**src/hdl/irq_ctrl_params.svh**
```systemverilog
// How it works
// Nine request sources, each with own vector.
// Per-source enable bit gates forwarding to core.
// Global enable bit 7 blocks everything when zero; event flags and event_irq are not gated by it.
// Level equals high bit over low bit.
// Preemption only by strictly higher level request.
// Highest level service is never preempted.
// Simultaneous requests: higher level wins.
// Equal level: fixed polling order decides.
// Primary enable register layout at A8h.
// Primary enable resets to zero.
// Primary low priority register at B8h.
// Low priority bits six to zero reset clear.
// Primary high priority register at B7h.
// Software never writes priority bit seven.
// Secondary enable at B1h, SPI bit2, keyboard bit0.
// Secondary priority low B2h, high B3h.
`ifndef IRQ_CTRL_PARAMS_SVH
`define IRQ_CTRL_PARAMS_SVH

`define NUM_SRC 9
`define ADDR_W 12

// Printed register indices; byte address is four times the index.
`define IDX_ENABLE_PRI 8'hA8
`define IDX_PRIO_HIGH_PRI 8'hB7
`define IDX_PRIO_LOW_PRI 8'hB8
`define IDX_ENABLE_SEC 8'hB1
`define IDX_PRIO_LOW_SEC 8'hB2
`define IDX_PRIO_HIGH_SEC 8'hB3
`define IDX_EVENT_STATUS 8'hC0
`define IDX_EVENT_CLEAR 8'hC1
`define IDX_EVENT_ENABLE 8'hC2
`define BYTE_ADDR(idx) ({2'h0, idx, 2'h0})

// Field positions.
`define BIT_GLOBAL_EN 7
`define BIT_SEC_SPI 2
`define BIT_SEC_KBD 0
`define PRI_FIELD_W 7

// Reset values.
`define RST_ENABLE_PRI 8'h00
`define RST_PRIO_PRI 7'h00
`define RST_SEC 2'h0
`define RST_EVENTS 9'h000

// Bus responses.
`define RESP_OKAY 2'h0
`define RESP_SLVERR 2'h2

`endif

```
**src/hdl/irq_ctrl_pkg.sv**
```systemverilog
package irq_ctrl_pkg;
  typedef logic [1:0] level_t;
  typedef logic [3:0] src_id_t;
  typedef logic [8:0] src_vec_t;

  // Source numbering; the number is also the polling rank within a level.
  typedef enum logic [3:0] {
    SRC_EXT0, SRC_TIMER0, SRC_EXT1, SRC_TIMER1, SRC_SERIAL,
    SRC_TIMER2, SRC_COUNTER_ARRAY, SRC_KEYBOARD, SRC_SPI
  } src_e;

  typedef enum {
    SEL_NONE, SEL_ENABLE_PRI, SEL_PRIO_HIGH_PRI, SEL_PRIO_LOW_PRI, SEL_ENABLE_SEC,
    SEL_PRIO_LOW_SEC, SEL_PRIO_HIGH_SEC, SEL_EVENT_STATUS, SEL_EVENT_CLEAR,
    SEL_EVENT_ENABLE
  } reg_sel_e;

  typedef enum {WR_COLLECT, WR_RESPOND} wr_state_e;
  typedef enum {RD_IDLE, RD_RESPOND} rd_state_e;
endpackage

```
**src/hdl/irq_arb_if.sv**
```systemverilog
`timescale 1ns/1ps
`default_nettype none
interface irq_arb_if;
  import irq_ctrl_pkg::*;
  src_vec_t pending;
  src_vec_t prio_high;
  src_vec_t prio_low;
  logic [3:0] in_service;
  logic grant_valid;
  src_id_t grant_id;
  level_t grant_level;

  modport ctrl (output pending, prio_high, prio_low, in_service,
                input grant_valid, grant_id, grant_level);
  modport arb (input pending, prio_high, prio_low, in_service,
               output grant_valid, grant_id, grant_level);
endinterface
`default_nettype wire

```
**src/hdl/irq_ctrl_top.sv**
```systemverilog
// Our own choice: the AXI4-Lite register port.
`timescale 1ns/1ps
`default_nettype none
`include "irq_ctrl_params.svh"
module irq_ctrl_top
  import irq_ctrl_pkg::*;
(
  input wire logic core_clk,
  input wire logic reset,
  input wire logic clk_en,
  input wire logic ext_request_pin0,
  input wire logic ext_request_pin1,
  input wire logic timer0_req,
  input wire logic timer1_req,
  input wire logic timer2_req,
  input wire logic serial_req,
  input wire logic spi_req,
  input wire logic keyboard_req,
  input wire logic counter_array_req,
  output logic core_irq_req,
  output logic [3:0] core_irq_id,
  output logic [1:0] core_irq_level,
  input wire logic core_irq_ack,
  input wire logic core_irq_return,
  output logic event_irq,
  input wire logic [`ADDR_W-1:0] s_axi_awaddr,
  input wire logic s_axi_awvalid,
  output logic s_axi_awready,
  input wire logic [31:0] s_axi_wdata,
  input wire logic [3:0] s_axi_wstrb,
  input wire logic s_axi_wvalid,
  output logic s_axi_wready,
  output logic [1:0] s_axi_bresp,
  output logic s_axi_bvalid,
  input wire logic s_axi_bready,
  input wire logic [`ADDR_W-1:0] s_axi_araddr,
  input wire logic s_axi_arvalid,
  output logic s_axi_arready,
  output logic [31:0] s_axi_rdata,
  output logic [1:0] s_axi_rresp,
  output logic s_axi_rvalid,
  input wire logic s_axi_rready
);
  irq_arb_if arb_link ();

  irq_arbiter u_arbiter (
    .arb(arb_link.arb)
  );

  // Shared address decode for the read and write paths.
  function automatic reg_sel_e decode(input logic [`ADDR_W-1:0] addr);
    case (addr)
      `BYTE_ADDR(`IDX_ENABLE_PRI): decode = SEL_ENABLE_PRI;
      `BYTE_ADDR(`IDX_PRIO_HIGH_PRI): decode = SEL_PRIO_HIGH_PRI;
      `BYTE_ADDR(`IDX_PRIO_LOW_PRI): decode = SEL_PRIO_LOW_PRI;
      `BYTE_ADDR(`IDX_ENABLE_SEC): decode = SEL_ENABLE_SEC;
      `BYTE_ADDR(`IDX_PRIO_LOW_SEC): decode = SEL_PRIO_LOW_SEC;
      `BYTE_ADDR(`IDX_PRIO_HIGH_SEC): decode = SEL_PRIO_HIGH_SEC;
      `BYTE_ADDR(`IDX_EVENT_STATUS): decode = SEL_EVENT_STATUS;
      `BYTE_ADDR(`IDX_EVENT_CLEAR): decode = SEL_EVENT_CLEAR;
      `BYTE_ADDR(`IDX_EVENT_ENABLE): decode = SEL_EVENT_ENABLE;
      default: decode = SEL_NONE;
    endcase
  endfunction

  // The two pins come from outside the clock domain and pass two flops first.
  logic [1:0] pin_meta_reg;
  logic [1:0] pin_sync_reg;
  always_ff @(posedge core_clk)
  begin
    if (reset)
    begin
      pin_meta_reg <= 2'h0;
      pin_sync_reg <= 2'h0;
    end
    else if (clk_en)
    begin
      pin_meta_reg <= {ext_request_pin1, ext_request_pin0};
      pin_sync_reg <= pin_meta_reg;
    end
  end

  // Requests gathered by source number.
  src_vec_t raw_req;
  assign raw_req = {spi_req, keyboard_req, counter_array_req, timer2_req, serial_req,
                    timer1_req, pin_sync_reg[1], timer0_req, pin_sync_reg[0]};

  // Register state.
  logic [7:0] enable_pri_reg;
  logic [7:0] enable_pri_next;
  logic [6:0] prio_high_pri_reg;
  logic [6:0] prio_high_pri_next;
  logic [6:0] prio_low_pri_reg;
  logic [6:0] prio_low_pri_next;
  logic [1:0] enable_sec_reg;
  logic [1:0] enable_sec_next;
  logic [1:0] prio_low_sec_reg;
  logic [1:0] prio_low_sec_next;
  logic [1:0] prio_high_sec_reg;
  logic [1:0] prio_high_sec_next;
  src_vec_t event_status_reg;
  src_vec_t event_status_next;
  src_vec_t event_enable_reg;
  src_vec_t event_enable_next;
  src_vec_t req_prev_reg;
  logic event_irq_next;

  // Bus state.
  wr_state_e wr_state_reg;
  wr_state_e wr_state_next;
  rd_state_e rd_state_reg;
  rd_state_e rd_state_next;
  logic aw_have_reg;
  logic aw_have_next;
  logic w_have_reg;
  logic w_have_next;
  logic [`ADDR_W-1:0] aw_addr_reg;
  logic [`ADDR_W-1:0] aw_addr_next;
  logic [7:0] w_byte_reg;
  logic [7:0] w_byte_next;
  logic w_lane_reg;
  logic w_lane_next;
  logic [1:0] bresp_next;
  logic [31:0] rdata_next;
  logic [1:0] rresp_next;
  reg_sel_e wr_sel;
  reg_sel_e rd_sel;
  logic do_write;

  assign wr_sel = decode(aw_addr_reg);
  assign rd_sel = decode(s_axi_araddr);
  assign do_write = (wr_state_reg == WR_COLLECT) && aw_have_reg && w_have_reg;

  // Write channel: address and data are taken in either order, then one response.
  always_comb
  begin
    wr_state_next = wr_state_reg;
    aw_have_next = aw_have_reg;
    w_have_next = w_have_reg;
    aw_addr_next = aw_addr_reg;
    w_byte_next = w_byte_reg;
    w_lane_next = w_lane_reg;
    bresp_next = s_axi_bresp;
    case (wr_state_reg)
      WR_COLLECT:
      begin
        if (s_axi_awvalid && s_axi_awready)
        begin
          aw_have_next = 1'b1;
          aw_addr_next = s_axi_awaddr;
        end
        if (s_axi_wvalid && s_axi_wready)
        begin
          w_have_next = 1'b1;
          w_byte_next = s_axi_wdata[7:0];
          w_lane_next = s_axi_wstrb[0];
        end
        if (do_write)
        begin
          aw_have_next = 1'b0;
          w_have_next = 1'b0;
          bresp_next = (wr_sel == SEL_NONE) ? `RESP_SLVERR : `RESP_OKAY;
          wr_state_next = WR_RESPOND;
        end
      end
      WR_RESPOND:
      begin
        if (s_axi_bready)
        begin
          wr_state_next = WR_COLLECT;
        end
      end
      default: wr_state_next = WR_COLLECT;
    endcase
  end

  // Read channel: data is looked up when the address is taken.
  always_comb
  begin
    rd_state_next = rd_state_reg;
    rdata_next = s_axi_rdata;
    rresp_next = s_axi_rresp;
    case (rd_state_reg)
      RD_IDLE:
      begin
        if (s_axi_arvalid && s_axi_arready)
        begin
          rd_state_next = RD_RESPOND;
          rresp_next = (rd_sel == SEL_NONE) ? `RESP_SLVERR : `RESP_OKAY;
          case (rd_sel)
            SEL_ENABLE_PRI: rdata_next = {24'h0, enable_pri_reg};
            SEL_PRIO_HIGH_PRI: rdata_next = {25'h0, prio_high_pri_reg};
            SEL_PRIO_LOW_PRI: rdata_next = {25'h0, prio_low_pri_reg};
            SEL_ENABLE_SEC: rdata_next = {29'h0, enable_sec_reg[1], 1'b0, enable_sec_reg[0]};
            SEL_PRIO_LOW_SEC: rdata_next = {29'h0, prio_low_sec_reg[1], 1'b0,
                                            prio_low_sec_reg[0]};
            SEL_PRIO_HIGH_SEC: rdata_next = {29'h0, prio_high_sec_reg[1], 1'b0,
                                             prio_high_sec_reg[0]};
            SEL_EVENT_STATUS: rdata_next = {23'h0, event_status_reg};
            SEL_EVENT_ENABLE: rdata_next = {23'h0, event_enable_reg};
            default: rdata_next = 32'h0;
          endcase
        end
      end
      RD_RESPOND:
      begin
        if (s_axi_rready)
        begin
          rd_state_next = RD_IDLE;
        end
      end
      default: rd_state_next = RD_IDLE;
    endcase
  end

  // Register writes; only byte lane 0 carries bits, other lanes are ignored.
  always_comb
  begin
    enable_pri_next = enable_pri_reg;
    prio_high_pri_next = prio_high_pri_reg;
    prio_low_pri_next = prio_low_pri_reg;
    enable_sec_next = enable_sec_reg;
    prio_low_sec_next = prio_low_sec_reg;
    prio_high_sec_next = prio_high_sec_reg;
    event_enable_next = event_enable_reg;
    if (do_write && w_lane_reg)
    begin
      case (wr_sel)
        SEL_ENABLE_PRI: enable_pri_next = w_byte_reg;
        SEL_PRIO_HIGH_PRI: prio_high_pri_next = w_byte_reg[6:0];
        SEL_PRIO_LOW_PRI: prio_low_pri_next = w_byte_reg[6:0];
        SEL_ENABLE_SEC: enable_sec_next = {w_byte_reg[`BIT_SEC_SPI], w_byte_reg[`BIT_SEC_KBD]};
        SEL_PRIO_LOW_SEC: prio_low_sec_next = {w_byte_reg[`BIT_SEC_SPI],
                                               w_byte_reg[`BIT_SEC_KBD]};
        SEL_PRIO_HIGH_SEC: prio_high_sec_next = {w_byte_reg[`BIT_SEC_SPI],
                                                 w_byte_reg[`BIT_SEC_KBD]};
        SEL_EVENT_ENABLE: event_enable_next = {w_byte_reg[0], w_byte_reg};
        default: enable_pri_next = enable_pri_reg;
      endcase
    end
  end

  // Event flags: a rising request sets its flag; a new edge beats a clear.
  src_vec_t clear_mask;
  always_comb
  begin
    clear_mask = 9'h000;
    if (do_write && w_lane_reg && (wr_sel == SEL_EVENT_CLEAR))
    begin
      clear_mask = {1'b0, w_byte_reg};
    end
    event_status_next = (event_status_reg & ~clear_mask) | (raw_req & ~req_prev_reg);
    event_irq_next = |(event_status_next & event_enable_next);
  end

  // Forwarding to the arbiter: individual enables under the global enable.
  src_vec_t src_enable;
  assign src_enable = {enable_sec_reg[1], enable_sec_reg[0], enable_pri_reg[6:0]};
  assign arb_link.pending = raw_req & src_enable & {`NUM_SRC{enable_pri_reg[`BIT_GLOBAL_EN]}};
  assign arb_link.prio_high = {prio_high_sec_reg, prio_high_pri_reg};
  assign arb_link.prio_low = {prio_low_sec_reg, prio_low_pri_reg};

  // Nesting: one in-service flag per level; return ends the innermost service.
  logic [3:0] in_service_reg;
  logic [3:0] in_service_next;
  logic core_irq_req_next;
  assign arb_link.in_service = in_service_reg;
  always_comb
  begin
    in_service_next = in_service_reg;
    if (core_irq_return)
    begin
      for (int l = 0; l < 4; l++)
      begin
        if (in_service_reg[l] && ((in_service_reg >> (l + 1)) == 4'h0))
        begin
          in_service_next[l] = 1'b0;
        end
      end
    end
    if (core_irq_ack && core_irq_req)
    begin
      in_service_next[core_irq_level] = 1'b1;
    end
    core_irq_req_next = arb_link.grant_valid && !(core_irq_ack && core_irq_req);
  end

  // All state except the pin synchronisers is registered here; clk_en freezes everything.
  always_ff @(posedge core_clk)
  begin
    if (reset)
    begin
      enable_pri_reg <= `RST_ENABLE_PRI;
      prio_high_pri_reg <= `RST_PRIO_PRI;
      prio_low_pri_reg <= `RST_PRIO_PRI;
      enable_sec_reg <= `RST_SEC;
      prio_low_sec_reg <= `RST_SEC;
      prio_high_sec_reg <= `RST_SEC;
      event_status_reg <= `RST_EVENTS;
      event_enable_reg <= `RST_EVENTS;
      req_prev_reg <= `RST_EVENTS;
      event_irq <= 1'b0;
      in_service_reg <= 4'h0;
      core_irq_req <= 1'b0;
      core_irq_id <= 4'h0;
      core_irq_level <= 2'h0;
      wr_state_reg <= WR_COLLECT;
      rd_state_reg <= RD_IDLE;
      aw_have_reg <= 1'b0;
      w_have_reg <= 1'b0;
      aw_addr_reg <= '0;
      w_byte_reg <= 8'h00;
      w_lane_reg <= 1'b0;
      s_axi_awready <= 1'b0;
      s_axi_wready <= 1'b0;
      s_axi_bvalid <= 1'b0;
      s_axi_bresp <= `RESP_OKAY;
      s_axi_arready <= 1'b0;
      s_axi_rvalid <= 1'b0;
      s_axi_rdata <= 32'h0;
      s_axi_rresp <= `RESP_OKAY;
    end
    else if (clk_en)
    begin
      enable_pri_reg <= enable_pri_next;
      prio_high_pri_reg <= prio_high_pri_next;
      prio_low_pri_reg <= prio_low_pri_next;
      enable_sec_reg <= enable_sec_next;
      prio_low_sec_reg <= prio_low_sec_next;
      prio_high_sec_reg <= prio_high_sec_next;
      event_status_reg <= event_status_next;
      event_enable_reg <= event_enable_next;
      req_prev_reg <= raw_req;
      event_irq <= event_irq_next;
      in_service_reg <= in_service_next;
      core_irq_req <= core_irq_req_next;
      core_irq_id <= arb_link.grant_id;
      core_irq_level <= arb_link.grant_level;
      wr_state_reg <= wr_state_next;
      rd_state_reg <= rd_state_next;
      aw_have_reg <= aw_have_next;
      w_have_reg <= w_have_next;
      aw_addr_reg <= aw_addr_next;
      w_byte_reg <= w_byte_next;
      w_lane_reg <= w_lane_next;
      s_axi_awready <= (wr_state_next == WR_COLLECT) && !aw_have_next;
      s_axi_wready <= (wr_state_next == WR_COLLECT) && !w_have_next;
      s_axi_bvalid <= (wr_state_next == WR_RESPOND);
      s_axi_bresp <= bresp_next;
      s_axi_arready <= (rd_state_next == RD_IDLE);
      s_axi_rvalid <= (rd_state_next == RD_RESPOND);
      s_axi_rdata <= rdata_next;
      s_axi_rresp <= rresp_next;
    end
  end
endmodule
`default_nettype wire

```
**src/hdl/irq_arbiter.sv**
```systemverilog
`timescale 1ns/1ps
`default_nettype none
module irq_arbiter
  import irq_ctrl_pkg::*;
(
  irq_arb_if.arb arb
);
  level_t src_level [`NUM_SRC];
  level_t best_level;
  src_id_t best_id;
  logic best_found;
  logic [2:0] service_floor;

  // Each source level is its high bit over its low bit.
  genvar g;
  generate
    for (g = 0; g < `NUM_SRC; g++)
    begin : gen_level
      assign src_level[g] = {arb.prio_high[g], arb.prio_low[g]};
    end
  endgenerate

  // Scan from the last source down so that a lower index wins a tie.
  always_comb
  begin
    best_level = 2'h0;
    best_id = 4'h0;
    best_found = 1'b0;
    for (int i = `NUM_SRC - 1; i >= 0; i--)
    begin
      if (arb.pending[i] && (!best_found || src_level[i] >= best_level))
      begin
        best_level = src_level[i];
        best_id = 4'(i);
        best_found = 1'b1;
      end
    end
  end

  // One above the highest level in service; zero when idle.
  always_comb
  begin
    service_floor = 3'h0;
    for (int l = 0; l < 4; l++)
    begin
      if (arb.in_service[l])
      begin
        service_floor = 3'(l + 1);
      end
    end
  end

  // Only a strictly higher level may interrupt; nothing exceeds level 3.
  assign arb.grant_valid = best_found && ({1'b0, best_level} >= service_floor);
  assign arb.grant_id = best_id;
  assign arb.grant_level = best_level;
endmodule
`default_nettype wire

```
**config.mk**
```make
export PLATFORM = sky130hd
export DESIGN_NAME = irq_ctrl_top
export DESIGN_NICKNAME = d
export VERILOG_FILES = /design/src/hdl/irq_ctrl_pkg.sv /design/src/hdl/irq_arb_if.sv /design/src/hdl/irq_ctrl_top.sv /design/src/hdl/irq_arbiter.sv
export VERILOG_INCLUDE_DIRS = /design/src /design/src/hdl
export SDC_FILE = /design/constraint.sdc
export NUM_CORES = 1
export LEC_CHECK = 0
export ABC_AREA = 1
export BUFFER_PORTS_ARGS = -buffer_cell sky130_fd_sc_hd__buf_4
export CAP_MARGIN = 20
export CORE_MARGIN = 2
export CORE_UTILIZATION = 52
export CTS_BUF_LIST = sky130_fd_sc_hd__clkbuf_16
export DETAILED_ROUTE_END_ITERATION = 16
export GPL_TIMING_DRIVEN = 0
export MAX_ROUTING_LAYER = met4
export PLACE_DENSITY = 0.77
export SYNTH_ARGS = -nofsm -noshare
export SYNTH_HDL_FRONTEND = slang
export SYNTH_HIERARCHICAL = 1
export SYNTH_SLANG_ARGS = --single-unit
export TNS_END_PERCENT = 5
```
**constraint.sdc**
```tcl
create_clock -name core_clk -period 8.4 [get_ports core_clk]
set_clock_uncertainty 0.05 [all_clocks]
set_input_delay 0.42 -clock core_clk [delete_from_list [all_inputs] [get_ports core_clk]]
set_output_delay 0.42 -clock core_clk [all_outputs]
set_load 0.05 [all_outputs]
```
* Word level (Yosys, flattened, before mapping)
Cells that the tools add are included.
Widths: inputs -> output; s select.
** Word-level totals
- Bits in registers :: 199
- Bits in latches :: 0
- Memory bits (writable) :: 0
- Memory bits (read-only) :: 0
- Bits of input ports :: 79
- Output and inout port bits :: 49
- Logic and storage cells :: 211
- Memories kept :: 0
** Cells by class
- Add/sub/neg operators :: 0
- $mul :: 0
- Divide/modulo/power cells :: 0
- Magnitude comparators :: 11
- Equality and inequality tests :: 38
- Shift-type cells :: 0
- Muxes and demuxes :: 58
- Bitwise operators :: 9
- Reduce and logical (&&, ||, !) cells :: 64
** Operators by type and width (number)
- $eq 32x3->1 const B :: 7
- $logic_not 32->1 :: 7
- $eq 12x10->1 const B :: 18
- $eq 32x2->1 const B :: 6
- $eq 32x1->1 const B :: 4
- $mux 32 :: 4
- $pmux 32 s2 :: 2
- $pmux 4 s9 :: 2
- $pmux 9 s8 :: 1
- $eq 32x4->1 const B :: 2
- $and 9x9->9 :: 5
- $mux 4 :: 11
- $eq 32x5->1 const B :: 1
- $reduce_and 3->1 :: 10
- $mux 2 :: 13
- $logic_and 1x1->1 :: 24
- $mux 1 :: 20
- $mux 9 :: 2
- $not 9->9 :: 2
- $ge 2x2->1 :: 8
- $logic_not 4->1 :: 3
- $logic_not 1->1 :: 11
- $or 9x9->9 :: 1
- $reduce_or 9->1 :: 1
- 8 further kinds :: 15

* Logic depth before layout (Yosys ltp)
- Word-level depth :: 38
- Mapped depth :: 77
- Mapped depth without buffers :: 77

* Cells and area by module
The synthesis kept the hierarchy.
** Modules (own cells, without submodules)
- irq_ctrl_top :: times used 1, cells each 1042, area each 7551.0 µm², sequential area each 3483.3 µm²
- irq_arbiter :: times used 1, cells each 165, area each 996.0 µm², sequential area each 0.0 µm²

* Worst setup path after synthesis
Ideal clock, no wire load.
- Path type :: input to register
- Start point :: input port spi_req
- End point :: register core_irq_req
- Setup time :: 117 ps
- Arrival :: 8345 ps
- Required time :: 8233 ps
- Path slack :: -112 ps
- Stages on the path :: 67
- Cell sequence :: inv_1 nor3_1 nand2_1 ha_1 nand2_1 nand2_2 nand2_2 o21ai_0 ha_1 inv_1 nand2_1 a21oi_1 nand2_2 nand2_4 nand2_2 o21ai_2 ha_1 o21ai_0 [31 not listed] nand2_1 nand2_1 ha_1 o21ai_0 nand3b_1 nand2_2 inv_1 nand2_1 nand2_1 ha_1 o21ai_0 a21oi_1 o21ai_0 inv_1 nand2_1 nand2_1 o211ai_1 inv_1
** On the way
- Longest elaborated chain between the ends :: 38
** Ends and longest elaborated chain
- start, declared :: RTL line irq_ctrl_top.sv:17 : input wire logic spi_req,
- $and 9x9->9 (*) (2 in a row) :: RTL line irq_ctrl_top.sv:259 : assign arb_link.pending = raw_req & src_enable & {`NUM_SRC{enable_pri_reg[`BIT_GLOBAL_EN]}};
- named net arb_link.pending[8] :: RTL line irq_arb_if.sv:5 : src_vec_t pending;
- $mux 2 / $mux 1 (equally long branches) :: RTL line irq_arbiter.sv:31 : if (arb.pending[i] && (!best_found || src_level[i] >= best_level))
- $ge 2x2->1 / $logic_not 1->1 (equally long branches) :: RTL line irq_arbiter.sv:31
- $logic_or 1x1->1 :: RTL line irq_arbiter.sv:31
- $logic_and 1x1->1 :: RTL line irq_arbiter.sv:31
- $mux 2 / $mux 1 (equally long branches) :: RTL line irq_arbiter.sv:31
- $ge 2x2->1 / $logic_not 1->1 (equally long branches) :: RTL line irq_arbiter.sv:31
- [23 not listed]
- $ge 2x2->1 / $logic_not 1->1 (equally long branches) :: RTL line irq_arbiter.sv:31
- $logic_or 1x1->1 :: RTL line irq_arbiter.sv:31
- $logic_and 1x1->1 :: RTL line irq_arbiter.sv:31
- $mux 2 :: RTL line irq_arbiter.sv:31
- $ge 2x3->1 :: RTL line irq_arbiter.sv:54 : assign arb.grant_valid = best_found && ({1'b0, best_level} >= service_floor);
- $logic_and 1x1->1 (*) :: RTL line irq_arbiter.sv:54
- named net arb_link.grant_valid :: RTL line irq_arb_if.sv:9 : logic grant_valid;
- $logic_and 1x1->1 (*) :: RTL line irq_ctrl_top.sv:285 : core_irq_req_next = arb_link.grant_valid && !(core_irq_ack && core_irq_req);
- end signal, assigned :: RTL line irq_ctrl_top.sv:336 : core_irq_req <= core_irq_req_next;
- end, declared :: RTL line irq_ctrl_top.sv:20 : output logic core_irq_req,
Mark *: on every way through the listed nets, which the timed path passes. The rest lies on a longest branch.
A chain may end at the register's enable or synchronous reset.

* Final worst setup path
- Start point :: register enable_pri_reg[7]
- End point :: register core_irq_req
** On the way
- Longest elaborated chain between the ends :: 37
** Ends and longest elaborated chain
- start, declared :: RTL line irq_ctrl_top.sv:89 : logic [7:0] enable_pri_reg;
- start signal, assigned :: RTL line irq_ctrl_top.sv:293 : enable_pri_reg <= `RST_ENABLE_PRI;
- start signal, assigned :: RTL line irq_ctrl_top.sv:325 : enable_pri_reg <= enable_pri_next;
- $and 9x9->9 (*) :: RTL line irq_ctrl_top.sv:259
- named net arb_link.pending[8] :: RTL line irq_arb_if.sv:5
- $mux 2 / $mux 1 (equally long branches) :: RTL line irq_arbiter.sv:31
- $ge 2x2->1 / $logic_not 1->1 (equally long branches) :: RTL line irq_arbiter.sv:31
- $logic_or 1x1->1 :: RTL line irq_arbiter.sv:31
- $logic_and 1x1->1 :: RTL line irq_arbiter.sv:31
- $mux 2 / $mux 1 (equally long branches) :: RTL line irq_arbiter.sv:31
- $ge 2x2->1 / $logic_not 1->1 (equally long branches) :: RTL line irq_arbiter.sv:31
- [23 not listed]
- $ge 2x2->1 / $logic_not 1->1 (equally long branches) :: RTL line irq_arbiter.sv:31
- $logic_or 1x1->1 :: RTL line irq_arbiter.sv:31
- $logic_and 1x1->1 :: RTL line irq_arbiter.sv:31
- $mux 2 :: RTL line irq_arbiter.sv:31
- $ge 2x3->1 :: RTL line irq_arbiter.sv:54
- $logic_and 1x1->1 (*) :: RTL line irq_arbiter.sv:54
- named net arb_link.grant_valid :: RTL line irq_arb_if.sv:9
- $logic_and 1x1->1 (*) :: RTL line irq_ctrl_top.sv:285
Marks and branches as above.

==> qor.yml <==
status: "finished, violations left"
failed_checks: "negative setup slack"
die_x_um: 132
grtUsageTotal: 0.281
cp-start-kind: "register"
synth_commonest_cells: "232 x nand2_1, 174 x dfxtp_1, 149 x inv_1"
ys.flop_type: "dfxtp_1"
coreArea_um2: 16000
nets: 1460
fp-row-count: 46
grt_pass1_vias: 7777
post_drt_wl_per_cell_um: 15.7
p_leak_nw: 4.65
hold_start: "s_axi_awaddr[8]"
tightest_slew_ps: 715
grt_pass1_wl_mm: 38.3
hold_buffers: 0
start_util: 0.534
cts_tree: "built"
dr_total_vias: 8692
synth_area_um2: 8550
synthTopCellsByArea: "dfxtp_1 41%, nand2_1 10%, inv_1 6.5%, nor2_1 6.4%, o21ai_0 6.0%"
syn_avg_cell_area_um2: 7.08
final_cells: 1594
clkTransAtPathRegs_ps: 70
grt_max_degree: 17
synth_top_area_frac: 0.408
die_h_um: 132
critPathLaunch: "enable_pri_reg[7]"
layout-drive-gt1-share: 0.206
p_per_area_nw_per_um2: 167
clk_latency_ps: 430
portBuffers: 74
path_class: "reg2reg"
dr.pass1.iters: 7
clock-sinks: 174
vias_per_cell: 5.45
hold_viol_final: 0
first_iter_violations: 769
worstPathMaxFanout: 7
final_max_slew_viol_count: 0
io_pins: 128
worst_path_largest_cell_delay_ps: 370
syn-instance-count: 1207
dp_slack_ps: -1240
h-tree-depth: 4
finalSetupTns_ps: -77.7
fin_crit_sh: 1.01
critPathCaptureType: "register"
fmax_ghz: 0.118
antenna_found_initial: 0
die_area_um2: 17500
drtAntennaViolNets: 0
ys_seq_area_frac: 0.408
dpl.hpwl_mm: 17.4
utilization: 0.667
p_total_mw: 1.79
diodes: 0
synthArstFlopShare: 0
r2r-start: "enable_pri_reg[7]"
max-cap-violations: 0
gp_congestion: 0.931
clk_path_buf_depth: 2
clockRootBuffer: "clkbuf_16"
arrival_ps: 8760
synth_warnings: 6
synth_cell_types: 50
routed_wl_mm: 25.1
path_common_cell: "nand2_2"
grt_overflow_total: 0
rsz0062_at_grt: "true"
crit_required_ps: 8680
setup_viol: 1
slowest_stage: "dfxtp_4"
setup_ws_ps: -77.7
hold_path.class: "in2reg"
synth_most_common_cell: "nand2_1"
max-vdd-ir-drop_uv: 191
synth_enable_flop_cells: 0
ys_ff_latch: 174
fin_crit_ps: 8480
syn_to_final_growth_pct: 24.8
drc: 0
synth_top_area_cell: "dfxtp_1"
placedCellCount: 1521
cts_buffers: 17
slew_headroom: 0.523
[critical path, delay by kind of cell, from the launching register on]
kind	cells	cell delay (ps)
adders and majority gates	9	2130
and+or+nand+nor	35	3500
DFF	1	370
AOI/OAI and AO/OA	15	1510
buffers and inverters	11	840
[metrics by stage]
step,hold slack [ps],cell area [µm²]
2_1_floorplan,364,8640
3_3_place_gp,374,9470
3_5_place_dp,378,9470
4_1_cts,152,10300
5_1_grt,161,10700
6_report,161,10700
[final cells by class]
| type | count | area (µm²) |
|---|---|---|
| Fill cell | 1393 | 5330 |
| Multi-Input combinational cell | 833 | 4500 |
| Sequential cell | 174 | 3490 |
| Timing Repair Buffer | 115 | 878 |
| Inverter | 156 | 592 |
| Clock buffer | 17 | 425 |
| Buffer | 68 | 387 |
| Tap cell | 216 | 270 |
| Clock inverter | 15 | 133 |
[report_power, final]
| part | total (mW) | switching (mW) | internal (mW) |
|---|---|---|---|
| clock network | 0.754 | 0.342 | 0.412 |
| registers | 0.857 | 0.0135 | 0.844 |
| logic | 0.174 | 0.120 | 0.0546 |
| total | 1.79 | 0.475 | 1.31 |
[kinds of logic (layout without fill, tap and decap cells)]
family / count (synthesis) / count (layout) / synth area share
buffers and inverters: 224 / 371 / 0.114
flip-flops: 174 / 174 / 0.408
AO/OA/AOI/OAI: 242 / 242 / 0.156
AND/OR/NAND/NOR: 550 / 550 / 0.299
other: 1 / 25 / 0.000439
adder cells (fa/ha/maj): 16 / 16 / 0.0234
[path summary, 6_finish.rpt]
check             cells after the start  slack [ps]                to
setup reg to reg                     70         -80      core_irq_req
setup / recovery                     70         -80      core_irq_req
hold / removal                        3         160    aw_addr_reg[8]
hold reg to reg                       2         380  rd_state_reg[28]
[cell usage in the layout (no fill, tap or decap), types with 12 or more instances in the layout]
| cell | instances |
|---|---|
| inv_1 | 142 |
| nand2_2 | 17 |
| o21ai_0 | 95 |
| nand2_1 | 221 |
| dfxtp_1 | 173 |
| o21ai_1 | 12 |
| nor3_1 | 29 |
| buf_4 | 137 |
| nand4_1 | 15 |
| clkbuf_1 | 32 |
| a21oi_1 | 87 |
| conb_1 | 25 |
| nor2_1 | 145 |
| clkbuf_16 | 17 |
| nand3_1 | 55 |
| inv_2 | 13 |
[layer usage]
metal / up-vias / routed length [µm] / GRT usage
li1: 4206 / - / -
met1: 4007 / 10700 / 0.355
met2: 398 / 11600 / 0.447
met3: 81 / 1880 / 0.0546
met4: 0 / 909 / 0.104
met5: - / 0 / -
[repair_timing]
action / 4_1_cts / 5_1_grt
gates resized for setup: 26 / 52
pin swaps: 24 / 38
buffers inserted: 29 / 12
endpoints found under the setup margin: 7 / 7
Power figures use the tool's default switching activity.
